File: config.mk
export PLATFORM = sky130hd
export DESIGN_NAME = sppa_top
export DESIGN_NICKNAME = d
export VERILOG_FILES = /design/src/verilog/sppa_pkg.sv /design/src/verilog/sppa_top.sv
export SDC_FILE = /design/constraint.sdc
export NUM_CORES = 2
export LEC_CHECK = 0
export ABC_CLOCK_PERIOD_IN_PS = 11400
export BUFFER_PORTS_ARGS = -buffer_cell sky130_fd_sc_hd__buf_2
export CAP_MARGIN = 20
export CORE_MARGIN = 1.5
export CORE_UTILIZATION = 40
export CTS_BUF_LIST = sky130_fd_sc_hd__clkbuf_4 sky130_fd_sc_hd__clkbuf_8 sky130_fd_sc_hd__clkbuf_16
export CTS_CLUSTER_SIZE = 30
export DETAILED_ROUTE_END_ITERATION = 12
export HOLD_SLACK_MARGIN = 0.08
export SLEW_MARGIN = 0
export SYNTH_ARGS = -nofsm -noshare
export SYNTH_HDL_FRONTEND = slang
export SYNTH_SLANG_ARGS = --single-unit
File: constraint.sdc
create_clock -name clk_i -period 11.4 [get_ports clk_i]
set_input_delay 1.14 -clock clk_i [delete_from_list [all_inputs] [get_ports clk_i]]
set_output_delay 1.14 -clock clk_i [all_outputs]
set_load 0.05 [all_outputs]
File: src/verilog/sppa_pkg.sv
package sppa_pkg;

  // ****************************************************************
  // Register map and reset values
  // ****************************************************************
  localparam int          ADDR_W             = 20;
  localparam logic [19:0] OFF_KEY_UPPER      = 20'h721a0;
  localparam logic [19:0] OFF_TILED_PAN      = 20'h721a4;
  localparam logic [19:0] OFF_FIXED_ALPHA    = 20'h721a8;
  localparam logic [19:0] OFF_CURRENT_SURF   = 20'h721ac;
  localparam logic [19:0] OFF_CONTRAST_BRIGHT = 20'h721d0;
  localparam logic [19:0] OFF_GAMMA_POINT_2  = 20'h721ec;
  localparam logic [19:0] OFF_GAMMA_POINT_1  = 20'h721f0;
  localparam logic [19:0] OFF_GAMMA_POINT_0  = 20'h721f4;

  localparam logic [31:0] RST_KEY_UPPER      = 32'h0000_0000;
  localparam logic [31:0] RST_TILED_PAN      = 32'h0000_0000;
  localparam logic [31:0] RST_FIXED_ALPHA    = 32'h0000_0000;
  localparam logic [31:0] RST_CONTRAST_BRIGHT = 32'h0010_0000;
  localparam logic [31:0] RST_GAMMA_POINT_0  = 32'h0008_0808;
  localparam logic [31:0] RST_GAMMA_POINT_1  = 32'h0010_1010;
  localparam logic [31:0] RST_GAMMA_POINT_2  = 32'h0020_2020;

  // ****************************************************************
  // Field positions
  // ****************************************************************
  localparam int ALPHA_EN_BIT   = 31;
  localparam int PAN_Y_LSB      = 16;
  localparam int PAN_X_LSB      = 0;
  localparam int CONTRAST_LSB   = 18;
  localparam int BRIGHT_LSB     = 0;
  localparam int SURF_LSB       = 12;
  localparam int FLIP_SRC_BIT   = 3;
  localparam int CONTRAST_FRAC  = 6;
  localparam logic       FLIP_SRC_MAIN = 1'b0;
  localparam logic       FLIP_SRC_BLIT = 1'b1;
  localparam logic [9:0] GAMMA_TOP     = 10'h3ff;

  // ****************************************************************
  // Carriers and state
  // ****************************************************************
  typedef struct packed {
    logic              wr;
    logic              rd;
    logic [ADDR_W-1:0] addr;
    logic [31:0]       wdata;
  } sppa_reg_req_type;

  typedef struct packed {
    logic        valid;
    logic        yuv;
    logic [23:0] data;
  } sppa_pix_in_type;

  typedef struct packed {
    logic        valid;
    logic        key_match;
    logic [29:0] data;
  } sppa_pix_out_type;

  typedef struct packed {
    logic [23:0]      key_upper_pend;
    logic [23:0]      key_upper;
    logic [8:0]       alpha_pend;
    logic [8:0]       alpha;
    logic [23:0]      pan_pend;
    logic [23:0]      pan_act;
    logic [8:0]       contrast;
    logic [7:0]       bright;
    logic [2:0][23:0] gam;
    logic [19:0]      surf_pend;
    logic             src_pend;
    logic             flip_armed;
    logic [19:0]      live_surf;
    logic             flip_src;
    logic             vbl_q;
    logic             vs_q;
    logic [31:0]      rdata;
    logic             flip_main;
    logic             flip_blit;
    logic [11:0]      pan_x;
    logic [11:0]      pan_y;
    logic             pan_corner;
    logic             s1_valid;
    logic             s1_match;
    logic [23:0]      s1_pix;
    logic             s2_valid;
    logic             s2_match;
    logic [2:0][9:0]  s2_g;
    sppa_pix_out_type out;
  } sppa_state_type;

endpackage

File: src/verilog/sppa_top.sv
`timescale 1ns/1ps

// Overview of operation
// - Remember flip origin, answer main or blitter.
// - Upper key bounds matter only when keying.
// - YUV key needs all enabled channels in range.
// - RGB key compares low value, masked equality.
// - Upper bound bytes: red 23:16, green, blue.
// - Tiled offset used only for tiled surfaces.
// - Tiled offset takes effect at next vsync.
// - Offset holds line 27:16, pixel 11:0.
// - Rotation makes offset the lower right corner.
// - Alpha enable scales every channel before blender.
// - Alpha FF opaque, zero transparent, linear between.
// - Live register shows current surface base.
// - Contrast and brightness precede conversion, always applied.
// - Color adjustment registers take effect immediately.
// - Y multiplied by 3.6 contrast factor.
// - Signed brightness added after contrast multiply.
// - Gamma maps 8-bit to 10-bit, points padded with two low zero bits.
// - Gamma end points fixed at 0, 1023.
// - Interpolate between bracketing adjacent breakpoints.
// - Breakpoints hold red, green, blue bytes.
// - Double-buffered values load after trigger and vblank.
module sppa_top (
  input  wire logic                        clk_i,
  input  wire logic                        resetn_i,
  input  wire sppa_pkg::sppa_reg_req_type  req_i,
  output logic [31:0]                      reg_rdata_o,
  input  wire logic                        surf_wr_i,
  input  wire logic [19:0]                 surf_base_i,
  input  wire logic                        flip_src_i,
  input  wire logic                        vblank_i,
  input  wire logic                        vsync_i,
  input  wire logic                        key_en_i,
  input  wire logic [23:0]                 key_lower_i,
  input  wire logic [2:0]                  key_chan_en_i,
  input  wire logic                        tiled_i,
  input  wire logic                        rotate_i,
  input  wire logic [2:0][23:0]            gamma_upper_i,
  input  wire sppa_pkg::sppa_pix_in_type   pix_i,
  output sppa_pkg::sppa_pix_out_type       pix_o,
  output logic                             flip_done_main_o,
  output logic                             flip_done_blit_o,
  output logic [11:0]                      pan_x_o,
  output logic [11:0]                      pan_y_o,
  output logic                             pan_corner_o
);

  // ****************************************************************
  // Gamma curve helper
  // ****************************************************************

  // Breakpoints sit at inputs 8,16,32,64,128,192 so every segment but the
  // last spans a power of two; the division becomes a shift. The last
  // segment is treated as 64 wide and input 255 is forced to the top.
  function automatic logic [9:0] gamma_map(input logic [7:0]      x,
                                           input logic [5:0][7:0] pts);
    logic [7:0][9:0]    ys;
    logic [2:0]         seg;
    logic [7:0]         x0;
    logic [2:0]         sh;
    logic signed [11:0] d;
    logic signed [19:0] p;
    logic signed [19:0] q;
    ys[0] = 10'h000;
    for (int i = 0; i < 6; i++) begin
      ys[i+1] = {pts[i], 2'b00};
    end
    ys[7] = sppa_pkg::GAMMA_TOP;
    if (x < 8'h08) begin
      seg = 3'd0; x0 = 8'h00; sh = 3'd3;
    end else if (x < 8'h10) begin
      seg = 3'd1; x0 = 8'h08; sh = 3'd3;
    end else if (x < 8'h20) begin
      seg = 3'd2; x0 = 8'h10; sh = 3'd4;
    end else if (x < 8'h40) begin
      seg = 3'd3; x0 = 8'h20; sh = 3'd5;
    end else if (x < 8'h80) begin
      seg = 3'd4; x0 = 8'h40; sh = 3'd6;
    end else if (x < 8'hc0) begin
      seg = 3'd5; x0 = 8'h80; sh = 3'd6;
    end else begin
      seg = 3'd6; x0 = 8'hc0; sh = 3'd6;
    end
    // Signed slope so descending curves interpolate correctly.
    d = $signed({2'b00, ys[seg + 3'd1]}) - $signed({2'b00, ys[seg]});
    p = 20'(d) * 20'($signed({1'b0, 7'(x - x0)}));
    q = $signed({10'h000, ys[seg]}) + (p >>> sh);
    if (x == 8'hff) begin
      return sppa_pkg::GAMMA_TOP;
    end
    return q[9:0];
  endfunction

  // ****************************************************************
  // State and next-state
  // ****************************************************************
  sppa_pkg::sppa_state_type st;
  sppa_pkg::sppa_state_type next_st;

  logic             vbl_rise;
  logic             vs_rise;
  logic [16:0]      y_prod;
  logic [12:0]      y_sum;
  logic [7:0]       y_adj;
  logic [2:0]       in_range;
  logic             key_hit;
  logic [5:0][7:0]  pts;
  logic [18:0]      a_prod;

  // All state moves through one next-state process; the datapath is a
  // three-stage pipe: key and Y adjust, gamma, then constant alpha.
  always_comb begin
    next_st = st;
    vbl_rise = vblank_i & ~st.vbl_q;
    vs_rise = vsync_i & ~st.vs_q;
    next_st.vbl_q = vblank_i;
    next_st.vs_q = vsync_i;
    next_st.flip_main = 1'b0;
    next_st.flip_blit = 1'b0;
    next_st.rdata = 32'h0000_0000;

    // Register writes; colour adjust and gamma land at once.
    if (req_i.wr) begin
      case (req_i.addr)
        sppa_pkg::OFF_KEY_UPPER: begin
          next_st.key_upper_pend = req_i.wdata[23:0];
        end
        sppa_pkg::OFF_TILED_PAN: begin
          next_st.pan_pend = {req_i.wdata[27:16], req_i.wdata[11:0]};
        end
        sppa_pkg::OFF_FIXED_ALPHA: begin
          next_st.alpha_pend = {req_i.wdata[sppa_pkg::ALPHA_EN_BIT], req_i.wdata[7:0]};
        end
        sppa_pkg::OFF_CONTRAST_BRIGHT: begin
          next_st.contrast = req_i.wdata[sppa_pkg::CONTRAST_LSB +: 9];
          next_st.bright = req_i.wdata[sppa_pkg::BRIGHT_LSB +: 8];
        end
        sppa_pkg::OFF_GAMMA_POINT_0: begin
          next_st.gam[0] = req_i.wdata[23:0];
        end
        sppa_pkg::OFF_GAMMA_POINT_1: begin
          next_st.gam[1] = req_i.wdata[23:0];
        end
        sppa_pkg::OFF_GAMMA_POINT_2: begin
          next_st.gam[2] = req_i.wdata[23:0];
        end
        default: begin
        end
      endcase
    end

    // Register reads answer one cycle later; unmapped offsets read zero.
    if (req_i.rd) begin
      case (req_i.addr)
        sppa_pkg::OFF_KEY_UPPER: begin
          next_st.rdata = {8'h00, st.key_upper_pend};
        end
        sppa_pkg::OFF_TILED_PAN: begin
          next_st.rdata = {4'h0, st.pan_pend[23:12], 4'h0, st.pan_pend[11:0]};
        end
        sppa_pkg::OFF_FIXED_ALPHA: begin
          next_st.rdata = {st.alpha_pend[8], 23'h000000, st.alpha_pend[7:0]};
        end
        sppa_pkg::OFF_CURRENT_SURF: begin
          next_st.rdata = {st.live_surf, 8'h00, st.flip_src, 3'h0};
        end
        sppa_pkg::OFF_CONTRAST_BRIGHT: begin
          next_st.rdata = {5'h00, st.contrast, 10'h000, st.bright};
        end
        sppa_pkg::OFF_GAMMA_POINT_0: begin
          next_st.rdata = {8'h00, st.gam[0]};
        end
        sppa_pkg::OFF_GAMMA_POINT_1: begin
          next_st.rdata = {8'h00, st.gam[1]};
        end
        sppa_pkg::OFF_GAMMA_POINT_2: begin
          next_st.rdata = {8'h00, st.gam[2]};
        end
        default: begin
        end
      endcase
    end

    // The tiled offset follows vsync alone, not the flip trigger.
    if (vs_rise) begin
      next_st.pan_act = st.pan_pend;
    end
    // Linear surfaces see a zero offset; rotation marks corner mode on tiled surfaces only.
    next_st.pan_y = tiled_i ? st.pan_act[23:12] : 12'h000;
    next_st.pan_x = tiled_i ? st.pan_act[11:0] : 12'h000;
    next_st.pan_corner = tiled_i & rotate_i;

    // A surface write arms the flip; a write in the vblank cycle re-arms
    // so the new address is not lost.
    if (surf_wr_i) begin
      next_st.surf_pend = surf_base_i;
      next_st.src_pend = flip_src_i;
    end
    next_st.flip_armed = surf_wr_i | (st.flip_armed & ~vbl_rise);
    if (vbl_rise && st.flip_armed) begin
      next_st.live_surf = st.surf_pend;
      next_st.flip_src = st.src_pend;
      next_st.key_upper = st.key_upper_pend;
      next_st.alpha = st.alpha_pend;
      next_st.flip_main = (st.src_pend == sppa_pkg::FLIP_SRC_MAIN);
      next_st.flip_blit = (st.src_pend == sppa_pkg::FLIP_SRC_BLIT);
    end

    // Stage 1: colour key on the raw pixel.
    for (int c = 0; c < 3; c++) begin
      in_range[c] = ~key_chan_en_i[c] |
                    ((pix_i.data[c*8 +: 8] >= key_lower_i[c*8 +: 8]) &&
                     (pix_i.data[c*8 +: 8] <= st.key_upper[c*8 +: 8]));
    end
    if (pix_i.yuv) begin
      key_hit = &in_range;
    end else begin
      key_hit = ((pix_i.data ^ key_lower_i) &
                 {{8{key_chan_en_i[2]}}, {8{key_chan_en_i[1]}}, {8{key_chan_en_i[0]}}})
                == 24'h000000;
    end
    next_st.s1_match = key_en_i & key_hit;
    next_st.s1_valid = pix_i.valid;

    // Stage 1: Y adjust, always applied ahead of any conversion.
    y_prod = 17'(pix_i.data[15:8]) * 17'(st.contrast);
    y_sum = 13'({2'b00, y_prod[16:sppa_pkg::CONTRAST_FRAC]}) +
            {{5{st.bright[7]}}, st.bright};
    if (y_sum[12]) begin
      y_adj = 8'h00;
    end else if (y_sum[11:8] != 4'h0) begin
      y_adj = 8'hff;
    end else begin
      y_adj = y_sum[7:0];
    end
    next_st.s1_pix = {pix_i.data[23:16], y_adj, pix_i.data[7:0]};

    // Stage 2: per-channel piecewise-linear gamma.
    next_st.s2_valid = st.s1_valid;
    next_st.s2_match = st.s1_match;
    pts = '0;
    for (int c = 0; c < 3; c++) begin
      for (int i = 0; i < 3; i++) begin
        pts[i] = st.gam[i][c*8 +: 8];
        pts[i+3] = gamma_upper_i[i][c*8 +: 8];
      end
      next_st.s2_g[c] = gamma_map(st.s1_pix[c*8 +: 8], pts);
    end

    // Stage 3: constant alpha; multiplying by alpha+1 keeps FF exact.
    next_st.out.valid = st.s2_valid;
    next_st.out.key_match = st.s2_match;
    a_prod = '0;
    for (int c = 0; c < 3; c++) begin
      a_prod = 19'(st.s2_g[c]) * 19'({1'b0, st.alpha[7:0]}) + 19'(st.s2_g[c]);
      if (!st.alpha[8]) begin
        next_st.out.data[c*10 +: 10] = st.s2_g[c];
      end else if (st.alpha[7:0] == 8'h00) begin
        next_st.out.data[c*10 +: 10] = 10'h000;
      end else begin
        next_st.out.data[c*10 +: 10] = a_prod[17:8];
      end
    end
  end

  // ****************************************************************
  // State register
  // ****************************************************************

  // Reset loads the documented defaults; everything else clears.
  always_ff @(posedge clk_i or negedge resetn_i) begin
    if (!resetn_i) begin
      st <= '0;
      st.key_upper_pend <= sppa_pkg::RST_KEY_UPPER[23:0];
      st.key_upper <= sppa_pkg::RST_KEY_UPPER[23:0];
      st.pan_pend <= {sppa_pkg::RST_TILED_PAN[27:16], sppa_pkg::RST_TILED_PAN[11:0]};
      st.pan_act <= {sppa_pkg::RST_TILED_PAN[27:16], sppa_pkg::RST_TILED_PAN[11:0]};
      st.alpha_pend <= {sppa_pkg::RST_FIXED_ALPHA[31], sppa_pkg::RST_FIXED_ALPHA[7:0]};
      st.alpha <= {sppa_pkg::RST_FIXED_ALPHA[31], sppa_pkg::RST_FIXED_ALPHA[7:0]};
      st.contrast <= sppa_pkg::RST_CONTRAST_BRIGHT[26:18];
      st.bright <= sppa_pkg::RST_CONTRAST_BRIGHT[7:0];
      st.gam[0] <= sppa_pkg::RST_GAMMA_POINT_0[23:0];
      st.gam[1] <= sppa_pkg::RST_GAMMA_POINT_1[23:0];
      st.gam[2] <= sppa_pkg::RST_GAMMA_POINT_2[23:0];
    end else begin
      st <= next_st;
    end
  end

  // Every output is a plain flip-flop of the state.
  assign reg_rdata_o = st.rdata;
  assign pix_o = st.out;
  assign flip_done_main_o = st.flip_main;
  assign flip_done_blit_o = st.flip_blit;
  assign pan_x_o = st.pan_x;
  assign pan_y_o = st.pan_y;
  assign pan_corner_o = st.pan_corner;
endmodule

======== Word level (Yosys, flattened, before mapping) ========
Index checks and enable logic that the tools add are counted.
word-level totals
  bits in registers ....................... 397
  input bits .............................. 208
  output and inout port bits .............. 91
  word-level logic and storage cells ...... 218
operators by class
  add/subtract/negate cells ............... 16
  multiply operators ...................... 7
  $lt $le $gt $ge ......................... 30
  eq/ne operators ......................... 11
  shift-type cells ........................ 3
  mux-type cells .......................... 83
  bitwise operators ....................... 18
  reduce and logical (&&, ||, !) cells .... 15
operators with widths
  cell                    count
  $pmux W32 S8            1
  $bmux W10 S3            6
  $mux W10                18
  $eq A20 B19 Y1 const B  8
  $mux W7                 18
  $mul A11 B8 Y19         3
  $sshr A19 B3 Y10        3
  $add A18 B10 Y18        3
  $mul A10 B8 Y18         3
  $mux W3                 18
  $lt A8 B8 Y1 const B    6
  $sub A10 B10 Y11        3
  $mux W32                1
  $add A10 B10 Y10        3
  $mux W2                 13
  $and A24 B24 Y24        1
  $eq A8 B8 Y1 const B    3
  $ge A8 B8 Y1            3
  $le A8 B8 Y1            3
  $logic_not A24 Y1       1
  $lt A3 B4 Y1 const B    6
  $lt A8 B4 Y1 const B    3
  $lt A8 B5 Y1 const B    3
  $lt A8 B6 Y1 const B    3
  17 further kinds        50

======== Longest topological paths before layout ========
  depth in word-level cells ............... 15
  depth in mapped cells ................... 43
  mapped depth without buffers ............ 41

======== Worst setup path after synthesis ========
No wires, ideal clock.
  kind .................................... reg-to-reg
  from .................................... register st[70] (netlist name)
  to ...................................... register st[41] (netlist name)
  setup time .............................. 125 ps
  data arrival time ....................... 9542 ps
  data required time ...................... 11275 ps
  setup slack ............................. 1733 ps
  stages on the path, launching flop included .. 42
  cell sequence ........................... dfrtp_1 -> inv_1 -> ha_1 -> clkbuf_8 -> nor2_1 -> a31o_2 -> buf_2 -> clkinv_1 -> clkbuf_1 -> ha_1 -> ha_1 -> buf_1 -> mux4_2 -> inv_1 -> ha_1 -> inv_1 -> o21bai_1 -> a21oi_1 -> (+6 left out) -> fa_1 -> fa_1 -> fa_1 -> inv_1 -> ha_1 -> clkbuf_1 -> a21oi_1 -> nor2_2 -> a22o_1 -> or4_1 -> o211ai_1 -> o21ai_1 -> ha_1 -> nand2_1 -> o21ai_0 -> xor2_1 -> nand2_1 -> mux2_2
RTL lines
  what                      RTL line         RTL
  start: declaration        sppa_top.sv:99   sppa_pkg::sppa_state_type st;
  start signal: assignment  sppa_top.sv:288  st <= next_st;

==> results.toml <==
[status]
status = "finished, final reports clean"

[critical_path]
arrival_ns = 11.01
slowest_stage = "nor4_1"
cp-start-kind = "flip-flop"
cp.required_ns = 11.90
cp.buffers_inverters = 5
crit_family = "adder cells"
cpPeakStageDelay_ns = 0.86
critical_path.max_fanout = 19
cp-end-kind = "flip-flop"
reg2reg_slack_ns = 0.89
crit_type = "flip-flop to flip-flop"

[final_layout]
fillers = 9921
fin_nets = 5516
syn2layout_area_growth_pct = 9.28
final_layout_size_suffix_gt1_share_pct = 16.3
final_area_um2 = 45300

[floorplan]
io_pins = 299
design.die.area_um2 = 106000
initial_utilization_pct = 40.5
fp-row-count = 117
dieWidth_um = 325
core_area_um2 = 102000
die_h_um = 325

[yosys]
seq_area_frac_synth_pct = 24.0
netlist_instances = 4415
synth_async_sr_flop_share_pct = 100
synth_top_area_share_pct = 23.4
synth_most_common_cell = "inv_1"
synth_top_flop_cell = "dfrtp_1"
synth.area.top_cells = "dfrtp_1, fa_1, ha_1, mux2_2, inv_1"
syn_nets = 5395
ys_ff_latch = 397
synth_edf_count = 0
synth_commonest_cells = "inv_1, nand2_1, dfrtp_1, fa_1, ha_1"
ys_warn_count = 0
synthDistinctLibCells = 99
syn_avg_cell_area_um2 = 9.39
syn-cell-area_um2 = 41500
yosys.area.top_type = "dfrtp_1"

[sta]
rsz0062_at_grt = "false"
setup_viol = 0
holdWs_ns = 0.349
tns_ns = 0
max_freq_mhz = 95.2
hold_viol_final = 0
finalClockSkew_ns = 0.0536
min_period_over_period_pct = 92.2
slew_headroom_pct = 25.7
period_needed_ns = 10.51
drv_slew = 0
fin_ws_ns = 0.891
max_slew.worst_pin.slew_ns = 1.11

[clock_tree]
clock_sinks = 397
cts_tree = "built"
htreeDepth = 2
clockBufferDepth = 3
cts_made_buffers = 47
clock_latency_ns = 0.62
post_cts_buffers = 0
root_buffer = "clkbuf_16"
cts_resized = 0
path_clk_slew_ns = 0.06
cts_hold_buffers = 0

[global_route]
grt_max_degree = 151
grt_pass1_wl_um = 180000
grt_use_total_pct = 21.5
antenna_found_initial = 16
grt_pass1_vias = 31400
grt-ovfl-total = 0

[placed_design]
dp_slack_ns = 1.14
port_buffers = 295
gp_congestion = 0.895
placed_area_um2 = 43600
dp_hpwl_um = 89600

[route]
viasPerCell = 5.23
wire_per_inst_um = 19.1
ant_nets = 0
via_count = 31100
dr.pass1.iters = 5
route.detailed.drc = 0
wl_um = 113000
drt_iter0_drc = 2128

[worst_hold_path]
hold_path_class = "flip-flop to flip-flop"

[power_and_ir_drop]
p_total_mw = 14.4
cellLeakagePower_nw = 22.9
powerDensity_nw_per_um2 = 318
worst_ir_drop_vdd_uv = 546

[flow_run]
drv_cap = 0
-- report_power, final --
group          internal (mW)  leakage (nW)  switching (mW)
Clock                  0.956         0.818           0.644
Sequential              1.63          5.27           0.164
Combinational           4.64          16.8            6.36
Total                   7.22          22.9            7.17
-- path summary, 6_finish.rpt --
| check | startpoint | end | cells past startpoint |
|---|---|---|---|
| setup / recovery | st[77] | st[51] | 36 |
| hold / removal | next_st[62] | next_st[30] | 0 |
| setup reg to reg | st[77] | st[51] | 36 |
| hold reg to reg | next_st[62] | next_st[30] | 0 |
| max in group asynchronous | resetn_i | pix_o[27] | 3 |
| min in group asynchronous | resetn_i | pan_x_o[0] | 1 |
-- cell type report --
cell class,instances,area (µm²),area share (%)
multi-input combinational,3068,27600,60.8
sequential,397,9950,22.0
inverter,676,2540,5.60
timing repair buffer,346,1880,4.14
tap,1368,1710,3.78
clock buffer,69,1450,3.21
clock inverter,19,218,0.480
antenna,5,12.5,0.0276
-- metrics by stage --
step / instances / util, %
after floorplan: 4415 / -
after global placement: 5852 / 42.6
after detailed placement: 5852 / 42.6
after CTS: 5940 / 44.3
after global routing: 5945 / 44.3
final: 5948 / 44.3
-- sequential cells by signal, summed over array words and instances, names as in the netlist --
signal            flops
next_st               4
pan_y_o              12
flip_done_main_o      1
st                  278
pan_x_o              12
reg_rdata_o          32
pts                  24
pan_corner_o          1
flip_done_blit_o      1
pix_o                32
-- per-layer routing --
layer	vias up	track usage [%]	share of wire (%)
li1	14600	-	-
met1	15500	30.3	46
met2	799	34.6	46
met3	118	3.76	6.5
met4	14	4.58	1.8
met5	-	0	0.077
-- cell usage in the layout, fill, tap and decap left out, drive strengths merged, types with 62 or more instances in the layout --
cell / n
fa: 387
ha: 385
nand2: 560
a21oi: 148
xnor2: 81
dfrtp: 387
o21ai: 185
nor2: 140
clkbuf: 70
and2: 204
inv: 675
buf: 345
mux2: 285
mux2i: 62
-- kinds of logic after synthesis --
group / count (synthesis) / synth area share [%]
AO/OA/AOI/OAI: 652 / 10.3
XOR/XNOR: 130 / 2.75
adder cells (fa/ha/maj): 772 / 30.3
buffers and inverters: 950 / 9.59
flip-flops: 397 / 24.0
multiplexers: 353 / 9.56
AND/OR/NAND/NOR: 1161 / 13.5
No activity file was read; power rests on OpenSTA's default activity.
